### src/logic/acsc_regs.svh
// Timing constants for the converter clock generator
`ifndef ACSC_REGS_SVH
`define ACSC_REGS_SVH
`define ACSC_LOW_CYCLES 2'h2
`define ACSC_SYNC_STAGES 2
`define ACSC_CLK_RESET 1'b1
`endif

### src/logic/acsc_pkg.sv
// Types for the converter clock generator
`default_nettype none
package acsc_pkg;
    typedef enum logic [1:0] {
        ACSC_IDLE = 2'b00,
        ACSC_SAMPLE = 2'b01,
        ACSC_OFFSET = 2'b10,
        ACSC_GAIN = 2'b11
    } acsc_stage_t;

    typedef struct packed {
        logic sampler_strobe;
        logic offset_strobe;
        logic gain_strobe;
    } acsc_stage_strobes_t;
endpackage : acsc_pkg
`default_nettype wire

### src/logic/acsc_top.sv
// Converter clock generation from the asynchronous sample clock
// Notes on behaviour
// - Sample clock steps sampler, offset, gain stages
// - Resynchronise sample clock into master domain
// - Converter clocked from the master clock
// - Converter clock falls on captured sample fall
// - Low two master cycles after the last captured fall, then high
// - Stays high until next captured fall
`include "acsc_regs.svh"
`default_nettype none
module acsc_top (
    // Clock and reset
    input wire logic core_clk,
    input wire logic srst,
    // Sample clock pin
    input wire logic sample_clock_in,
    // Converter clock and stage sequencing
    output logic conv_clk,
    output logic conv_strobe,
    output acsc_pkg::acsc_stage_t stage,
    output acsc_pkg::acsc_stage_strobes_t stage_strobes
);
    logic [`ACSC_SYNC_STAGES-1:0] sync_chain;
    logic sync_prev;
    logic [1:0] low_count;
    acsc_pkg::acsc_stage_t next_stage;
    acsc_pkg::acsc_stage_strobes_t next_strobes;
    logic next_conv_clk;
    logic [1:0] next_low_count;

    // Only the second stage is looked at; the first may be metastable
    wire logic sync_level = sync_chain[`ACSC_SYNC_STAGES-1];
    wire logic fall_seen = sync_prev & ~sync_level;
    wire logic rise_seen = ~sync_prev & sync_level;
    wire logic low_done = (low_count == `ACSC_LOW_CYCLES - 2'h1);

    always_ff @(posedge core_clk) begin
        if (srst) begin
            sync_chain <= '0;
            sync_prev <= 1'b0;
        end else begin
            sync_chain <= {sync_chain[`ACSC_SYNC_STAGES-2:0], sample_clock_in};
            sync_prev <= sync_level;
        end
    end

    // A fall arriving while low restarts the low window rather than being lost
    always_comb begin
        next_conv_clk = conv_clk;
        next_low_count = low_count;
        if (fall_seen) begin
            next_conv_clk = 1'b0;
            next_low_count = 2'h0;
        end else if (!conv_clk) begin
            if (low_done) begin
                next_conv_clk = 1'b1;
            end else begin
                next_low_count = low_count + 2'h1;
            end
        end
    end

    // Stage walk: sampler on the captured fall, then offset and gain on the next two cycles.
    // Timed from the fall, so a fall that arrives before gain is reached restarts the walk at the sampler stage.
    always_comb begin
        next_stage = stage;
        if (fall_seen) begin
            next_stage = acsc_pkg::ACSC_SAMPLE;
        end else begin
            unique case (stage)
                acsc_pkg::ACSC_SAMPLE: next_stage = acsc_pkg::ACSC_OFFSET;
                acsc_pkg::ACSC_OFFSET: next_stage = acsc_pkg::ACSC_GAIN;
                acsc_pkg::ACSC_GAIN: next_stage = acsc_pkg::ACSC_GAIN;
                acsc_pkg::ACSC_IDLE: next_stage = acsc_pkg::ACSC_IDLE;
            endcase
        end
        next_strobes.sampler_strobe = (next_stage == acsc_pkg::ACSC_SAMPLE) && (stage != next_stage);
        next_strobes.offset_strobe = (next_stage == acsc_pkg::ACSC_OFFSET) && (stage != next_stage);
        next_strobes.gain_strobe = (next_stage == acsc_pkg::ACSC_GAIN) && (stage != next_stage);
    end

    always_ff @(posedge core_clk) begin
        if (srst) begin
            conv_clk <= `ACSC_CLK_RESET;
            low_count <= 2'h0;
            conv_strobe <= 1'b0;
            stage <= acsc_pkg::ACSC_IDLE;
            stage_strobes <= '0;
        end else begin
            conv_clk <= next_conv_clk;
            low_count <= next_low_count;
            conv_strobe <= next_conv_clk & ~conv_clk;
            stage <= next_stage;
            stage_strobes <= next_strobes;
        end
    end

    property p_fall_drops_clk;
        @(posedge core_clk) disable iff (srst)
        fall_seen |=> !conv_clk;
    endproperty
    a_fall_drops_clk: assert property (p_fall_drops_clk) else $error("clock not low after fall");

    property p_low_two;
        @(posedge core_clk) disable iff (srst)
        ($fell(conv_clk) && !fall_seen) ##1 !fall_seen |=> conv_clk;
    endproperty
    a_low_two: assert property (p_low_two) else $error("low phase not two cycles");

    property p_low_min;
        @(posedge core_clk) disable iff (srst)
        $fell(conv_clk) |=> !conv_clk;
    endproperty
    a_low_min: assert property (p_low_min) else $error("low phase too short");

    property p_hold_high;
        @(posedge core_clk) disable iff (srst)
        conv_clk && !fall_seen |=> conv_clk;
    endproperty
    a_hold_high: assert property (p_hold_high) else $error("clock fell without fall");

    property p_sync_delay;
        @(posedge core_clk) disable iff (srst)
        $fell(sample_clock_in) ##1 !sample_clock_in ##1 !sample_clock_in |-> ##[0:1] !sync_level;
    endproperty
    a_sync_delay: assert property (p_sync_delay) else $error("sync latency wrong");

    property p_sample_stage;
        @(posedge core_clk) disable iff (srst)
        fall_seen |=> stage == acsc_pkg::ACSC_SAMPLE && stage_strobes.sampler_strobe;
    endproperty
    a_sample_stage: assert property (p_sample_stage) else $error("sampler not started");

    property p_strobe_rise;
        @(posedge core_clk) disable iff (srst)
        conv_strobe |-> conv_clk && $past(conv_clk, 2) == 1'b0;
    endproperty
    a_strobe_rise: assert property (p_strobe_rise) else $error("strobe not on rise");

    // A sample-clock rise must never disturb the converter clock
    property p_rise_keeps_high;
        @(posedge core_clk) disable iff (srst)
        rise_seen && conv_clk |=> conv_clk;
    endproperty
    a_rise_keeps_high: assert property (p_rise_keeps_high) else $error("rise moved clock");

    property p_offset_next;
        @(posedge core_clk) disable iff (srst)
        stage == acsc_pkg::ACSC_SAMPLE && !fall_seen |=>
            stage == acsc_pkg::ACSC_OFFSET && stage_strobes.offset_strobe;
    endproperty
    a_offset_next: assert property (p_offset_next) else $error("offset did not follow");

    property p_gain_next;
        @(posedge core_clk) disable iff (srst)
        stage == acsc_pkg::ACSC_OFFSET && !fall_seen |=>
            stage == acsc_pkg::ACSC_GAIN && stage_strobes.gain_strobe;
    endproperty
    a_gain_next: assert property (p_gain_next) else $error("gain did not follow");

    property p_strobe_onehot;
        @(posedge core_clk) disable iff (srst)
        $onehot0(stage_strobes);
    endproperty
    a_strobe_onehot: assert property (p_strobe_onehot) else $error("stage strobes overlap");

    property p_gain_pulse;
        @(posedge core_clk) disable iff (srst)
        stage_strobes.gain_strobe |=> !stage_strobes.gain_strobe;
    endproperty
    a_gain_pulse: assert property (p_gain_pulse) else $error("gain strobe too long");

    property p_idle_until_fall;
        @(posedge core_clk) disable iff (srst)
        stage == acsc_pkg::ACSC_IDLE && !fall_seen |=> stage == acsc_pkg::ACSC_IDLE;
    endproperty
    a_idle_until_fall: assert property (p_idle_until_fall) else $error("left idle early");

    property p_conv_pulse;
        @(posedge core_clk) disable iff (srst)
        conv_strobe |=> !conv_strobe;
    endproperty
    a_conv_pulse: assert property (p_conv_pulse) else $error("converter strobe too long");

    property p_strobe_on_rise;
        @(posedge core_clk) disable iff (srst)
        $rose(conv_clk) |-> conv_strobe;
    endproperty
    a_strobe_on_rise: assert property (p_strobe_on_rise) else $error("rise without strobe");

    // The low counter never passes the end of its window
    property p_count_range;
        @(posedge core_clk) disable iff (srst)
        !conv_clk |-> low_count < `ACSC_LOW_CYCLES;
    endproperty
    a_count_range: assert property (p_count_range) else $error("low count overran");

    property p_count_start;
        @(posedge core_clk) disable iff (srst)
        $fell(conv_clk) |-> low_count == 2'h0;
    endproperty
    a_count_start: assert property (p_count_start) else $error("low count not cleared");

    property p_rise_at_end;
        @(posedge core_clk) disable iff (srst)
        $rose(conv_clk) |-> $past(low_count) == `ACSC_LOW_CYCLES - 2'h1;
    endproperty
    a_rise_at_end: assert property (p_rise_at_end) else $error("rise before window end");

    // A detected fall must come from the second flop, one cycle behind the first
    property p_fall_from_chain;
        @(posedge core_clk) disable iff (srst)
        fall_seen |-> $past(sync_chain[0]) == 1'b0;
    endproperty
    a_fall_from_chain: assert property (p_fall_from_chain) else $error("fall skipped a stage");

    property p_high_needs_fall;
        @(posedge core_clk) disable iff (srst)
        $fell(conv_clk) |-> $past(fall_seen);
    endproperty
    a_high_needs_fall: assert property (p_high_needs_fall) else $error("fell with no fall");
endmodule : acsc_top
`default_nettype wire

### config.mk
export PLATFORM = sky130hd
export DESIGN_NAME = acsc_top
export DESIGN_NICKNAME = d
export VERILOG_FILES = /design/src/logic/acsc_pkg.sv /design/src/logic/acsc_top.sv
export VERILOG_INCLUDE_DIRS = /design/src /design/src/logic
export SDC_FILE = /design/constraint.sdc
export NUM_CORES = 1
export LEC_CHECK = 0
export ABC_AREA = 1
export BUFFER_PORTS_ARGS = -buffer_cell sky130_fd_sc_hd__buf_2
export CAP_MARGIN = 30
export CORE_AREA = 2 2 39 41
export DETAILED_ROUTE_END_ITERATION = 8
export DIE_AREA = 0 0 41 43
export PLACE_DENSITY_LB_ADDON = 0.1
export SKIP_CTS_REPAIR_TIMING = 1
export SLEW_MARGIN = 20
export SYNTH_ARGS = -nofsm -noshare
export SYNTH_HDL_FRONTEND = slang
export SYNTH_SLANG_ARGS = --single-unit
### constraint.sdc
create_clock -name core_clk -period 1.7 [get_ports core_clk]
set_input_delay 0.17 -clock core_clk [delete_from_list [all_inputs] [get_ports core_clk]]
set_output_delay 0.17 -clock core_clk [all_outputs]
set_load 0.02 [all_outputs]
==> results.sh, run 1 <==
export IMPL_yosys_area_share_adder=0.03086
export IMPL_path_class="reg2out"
export IMPL_reg2regPathDepth=5
export IMPL_p_switching_w=0.0001207
export IMPL_cp_num_buf_inv=1
export IMPL_stdcell_area_um2=506.7
export IMPL_synth_top_family_by_area="simple AND/OR/NAND/NOR gates"
export IMPL_synth_top_area_frac=0.5926
export IMPL_core_area_um2=1384
export IMPL_routed_wl_um=591
export IMPL_htreeDepth=1
export IMPL_arrival_ps=870
export IMPL_syn_inst=47
export IMPL_slowest_delay_ps=410
export IMPL_die_area_um2=1763
export IMPL_p_comb_frac=0.058
export IMPL_critPathTopFamily="flip-flops"
export IMPL_n_antenna_cell=0
export IMPL_cp_depth=1
export IMPL_synthTopCellsByArea="dfxtp_1 (59%), inv_1 (9.3%), nand2_1 (6.5%)"
export IMPL_cp_slowest_cell="dfxtp_1"
export IMPL_yosysSeqAreaShare=0.5926
export IMPL_avgSynthCellArea_um2=8.625
export IMPL_clockPowerShare=0.409
export IMPL_hold_viol=0
export IMPL_drt_vias_per_instance=4.039
export IMPL_required_ps=1530
export IMPL_chipHeight_um=43
export IMPL_hpwlAfterDp_um=454.8
export IMPL_worstSetupEndpointType="output pin"
export IMPL_initial_core_util=0.2929
export IMPL_place_gp_congestion=0.6644
export IMPL_worst_pin_slew_ps=172.9
export IMPL_drv_slew=0
export IMPL_synth_cell_types=11
export IMPL_post_drt_wl_per_cell_um=7.776
export IMPL_final_period_utilization=0.6135
export IMPL_grt_pass1_wl_um=1035
export IMPL_drv_cap=0
export IMPL_slew_limit_headroom=0.8846
export IMPL_crit_start="conv_clk"
export IMPL_ys_warn_count=0
export IMPL_rsz0062_at_grt="false"
export IMPL_finClkSkew_ps=0.9775
export IMPL_insertion_delay_ps=270
export IMPL_synth_nets=51
export IMPL_fin_nets=65
export IMPL_internal_power_w=0.0004300
export IMPL_dr_pass1_iters=2
export IMPL_power_per_cell_area_nw_per_um2=1087
export IMPL_crit_path_cell_trace="buf_2"
export IMPL_grt_usage=0.09201
export IMPL_crit_path_start_kind="register"
export IMPL_r2r_start="low_count[1]"
export IMPL_clk_pin_slew_worst_paths_ps=70
export IMPL_post_synth_mux_area_share=0
export IMPL_cts_tree="built"
export IMPL_port_buffers=9
export IMPL_clkSinkCount=12
export IMPL_p_leak_nw=0.2433
export IMPL_period_minus_slack_ps=1043
export IMPL_hp_class="in2reg"
export IMPL_fill_cells=147
export IMPL_syn_area_um2=405.4
export IMPL_ioPinCount=10
export IMPL_synthSimpleGateAreaFrac=0.2253
export IMPL_cts_made_buffers=3
export IMPL_antenna_found_initial=0
export IMPL_drive_above_1_share=0.3167
export IMPL_areaGrowthSynthToFinish_pct=25.00
export IMPL_dpl_cell_area_um2=470.5
export IMPL_grt_pass1_vias=273
export IMPL_dieWidth_um=41
export IMPL_antenna_left=0
export IMPL_final_common_cell="dfxtp_1"
export IMPL_post_route_util=0.3662
export IMPL_crit_end="conv_clk"
export IMPL_synth_seq_cells=12
export IMPL_cts_root_buf="clkbuf_4"
export IMPL_drt_iter0_markers=1
export IMPL_whs_ps=98.16
export IMPL_clockBufferDepth=2
export IMPL_vias=307
export IMPL_r2r_end="low_count[0]"
export IMPL_overflow=0
export IMPL_mostFrequentLayoutCells="dfxtp_1 (12), inv_1 (10), buf_2 (9)"
export IMPL_swShare=0.2192
export IMPL_synthXorXnorAreaFrac=0
export IMPL_max_freq_mhz=958.8
export IMPL_grt_start_max_net_pins=8
export IMPL_rows=14
export IMPL_yosys_area_top_type="dfxtp_1"
export IMPL_synth_compound_area_frac=0.04938
export IMPL_seq_power_share=0.532
export IMPL_setup_viol=0
export IMPL_timing_setup_tns_ps=0
export IMPL_post_route_drc_count=0
export IMPL_critPathMaxFanout=4
export IMPL_status="complete, no violations"
export IMPL_total_power_w=0.0005506
export IMPL_peakVddDrop_mv=0.4069
export IMPL_regToRegSetupSlack_ps=720
==> per-stage QoR <==
step           instances  worst slack, ps
6_report              76            657.1
5_1_grt               76            597.5
3_3_place_gp          72            752.1
2_1_floorplan         47            811.2
4_1_cts               76            644.7
3_5_place_dp          72            717.7
==> how the worst min path moves through the flow <==
stage	slack, ps	startpoint	to	cells after the start
global placement	370	sample_clock_in	sync_chain[0]	3
CTS	100	sample_clock_in	sync_chain[0]	3
floorplan	240	srst	stage[0]	1
global route	100	sample_clock_in	sync_chain[0]	3
detailed placement	380	sample_clock_in	sync_chain[0]	3
finish	100	sample_clock_in	sync_chain[0]	3
==> flip-flops by register name, indices dropped and copies added, names as in the netlist <==
name,count
conv_strobe,1
stage,2
sync_prev,1
stage_strobes,3
sync_chain,2
conv_clk,1
low_count,2
==> cell type report <==
class | count | area, um^2 | area share
flip-flops and latches | 12 | 240.2 | 0.4741
multi-input cells | 24 | 123.9 | 0.2444
repair buffers | 9 | 45.04 | 0.08889
inverters | 11 | 41.29 | 0.08148
clock buffers | 4 | 36.28 | 0.07160
well taps | 16 | 20.02 | 0.03951
==> cells in the mapped netlist <==
cell type / number
dfxtp_1: 12
inv_1: 10
nand2_1: 7
nor2_1: 7
a21oi_1: 3
nand2_2: 2
nor3_2: 2
ha_1: 1
inv_2: 1
nor2_2: 1
o21ai_0: 1
==> cells by family (layout without fill, tap and decap cells) <==
group	after synthesis	count (layout)
AOI/OAI and AO/OA	4	4
adders and majority gates	1	1
buffers and inverters	11	24
DFF	12	12
and+or+nand+nor	19	19
==> routing by layer <==
layer | wire (um) | share of wire | track usage
met5 | 0 | 0 | 0
met3 | 37 | 0.063 | 0.03141
met4 | 14 | 0.024 | 0.08000
met2 | 261 | 0.44 | 0.1219
met1 | 278 | 0.47 | 0.1118
==> power by group through the flow <==
stage	logic (W)	clock network (W)	registers, W
floorplan	0.0000166	0	0.000305
global placement	0.0000327	0	0.000300
detailed placement	0.0000329	0	0.000300
CTS	0.0000329	0.000234	0.000293
global route	0.0000372	0.000245	0.000294
finish	0.0000321	0.000225	0.000293
Power figures use the tool's default switching activity.
==> inputs of run 2 (changes only) <==
Clock period 1.7 ns to 1 ns, I/O delays scaled along.
==> run 2 against run 1 <==
Against the previous run: wire length is 3.6% higher; highest routed layer is now met3; hold slack worse by 62 ps; largest cell class unchanged; final cell count stayed put; via count is 0.33% higher.
==> results.sh, run 2 (synthesized netlist as in run 1, its figures left out) <==
export IMPL_crit_path_cell_trace="ha_1, nor2_2, nand2_1, a21oi_1"
export IMPL_grt_pass1_wl_um=993
export IMPL_critPathMaxFanout=3
export IMPL_clkSinkCount=12
export IMPL_hp_class="in2reg"
export IMPL_peakVddDrop_mv=1.069
export IMPL_max_freq_mhz=1072
export IMPL_rsz0062_at_grt="false"
export IMPL_arrival_ps=1130
export IMPL_drv_slew=0
export IMPL_path_class="reg2reg"
export IMPL_n_antenna_cell=0
export IMPL_rows=14
export IMPL_hpwlAfterDp_um=443.2
export IMPL_drt_iter0_markers=2
export IMPL_cts_made_buffers=3
export IMPL_largest_register="stage_strobes"
export IMPL_cp_slowest_cell="dfxtp_1"
export IMPL_grt_pass1_vias=270
export IMPL_status="complete, no violations"
export IMPL_largest_reg_flops=3
export IMPL_cts_tree="built"
export IMPL_core_area_um2=1384
export IMPL_port_buffers=9
export IMPL_post_route_util=0.3680
export IMPL_dieWidth_um=41
export IMPL_required_ps=1200
export IMPL_post_drt_wl_per_cell_um=8.053
export IMPL_slew_limit_headroom=0.9012
export IMPL_insertion_delay_ps=270
export IMPL_clockBufferDepth=2
export IMPL_routed_wl_um=612
export IMPL_final_period_utilization=0.9332
export IMPL_drt_vias_per_instance=4.053
export IMPL_dpl_cell_area_um2=470.5
export IMPL_chipHeight_um=43
export IMPL_areaGrowthSynthToFinish_pct=25.62
export IMPL_cts_root_buf="clkbuf_4"
export IMPL_power_per_cell_area_nw_per_um2=1839
export IMPL_grt_start_max_net_pins=8
export IMPL_ioPinCount=10
export IMPL_dr_pass1_iters=2
export IMPL_overflow=0
export IMPL_initial_core_util=0.2929
export IMPL_drive_above_1_share=0.3500
export IMPL_htreeDepth=1
export IMPL_setup_viol=0
export IMPL_whs_ps=35.78
export IMPL_finClkSkew_ps=2.796
export IMPL_period_minus_slack_ps=933.2
export IMPL_grt_usage=0.09201
export IMPL_antenna_found_initial=0
export IMPL_drv_cap=0
export IMPL_clk_pin_slew_worst_paths_ps=80
export IMPL_place_gp_congestion=0.6353
export IMPL_fin_cells=76
export IMPL_die_area_um2=1763
export IMPL_timing_setup_tns_ps=0
export IMPL_mostFrequentLayoutCells="inv_1 (10), dfxtp_1 (10), buf_2 (9)"
export IMPL_slowest_delay_ps=330
export IMPL_post_route_drc_count=0
export IMPL_p_leak_nw=0.2421
export IMPL_place_inst=72
export IMPL_stdcell_area_um2=509.2
export IMPL_antenna_left=0
export IMPL_regToRegSetupSlack_ps=70
export IMPL_fin_nets=65
export IMPL_hold_viol=0
export IMPL_crit_path_start_kind="register"
export IMPL_vias=308
export IMPL_worstSetupEndpointType="register"
export IMPL_worst_pin_slew_ps=146.7
==> run 2: cell types whose count changed in the layout (fill, tap and decap cells not counted) <==
cell,previous run,this run
dfxtp_1,12,10
dfxtp_2,0,2
==> run 2: path summary, 6_finish.rpt <==
path                         from             to  cells past startpoint
setup / recovery     low_count[0]   low_count[1]                      4
hold / removal    sample_clock_in  sync_chain[0]                      3
setup reg to reg     low_count[0]   low_count[1]                      4
hold reg to reg     sync_chain[0]  sync_chain[1]                      2
==> run 2: through the flow <==
step	power (W)	setup slack, ps
6_report	0.0009365	66.84
5_1_grt	0.0009914	10.65
4_1_cts	0.0009514	-15.28
3_5_place_dp	0.0005655	32.40
3_3_place_gp	0.0005658	54.50
2_1_floorplan	0.0005463	111.2
==> run 2: final cells by class <==
class / instances / area [um^2]
fill: 150 / 874.6
timing repair buffer: 9 / 45.04
tap: 16 / 20.02
sequential: 12 / 242.7
multi-input combinational: 24 / 123.9
clock buffer: 4 / 36.28
inverter: 11 / 41.29
==> run 2: per-layer routing <==
layer  GRT usage  part of all wire  up-vias  wire length (um)
met1     0.08882              0.43      134               264
met5           0                 0        -                 0
met2      0.1250              0.47       10               287
met4     0.04000                 0        0                 0
li1            -                 -      164                 -
met3     0.09424             0.098        0                60
==> run 2: power breakdown <==
part | switching, W | total, W | internal (W)
registers | 0.00000751 | 0.000499 | 0.000491
clock network | 0.000162 | 0.000383 | 0.000221
logic | 0.0000359 | 0.0000550 | 0.0000191
==> run 2: critical path: cells and delay by family (launching register included) <==
| family | cells | cell delay, ps |
|---|---|---|
| simple gates | 2 | 170 |
| fa+ha+maj | 1 | 220 |
| compound gates | 1 | 130 |
| flops | 1 | 330 |
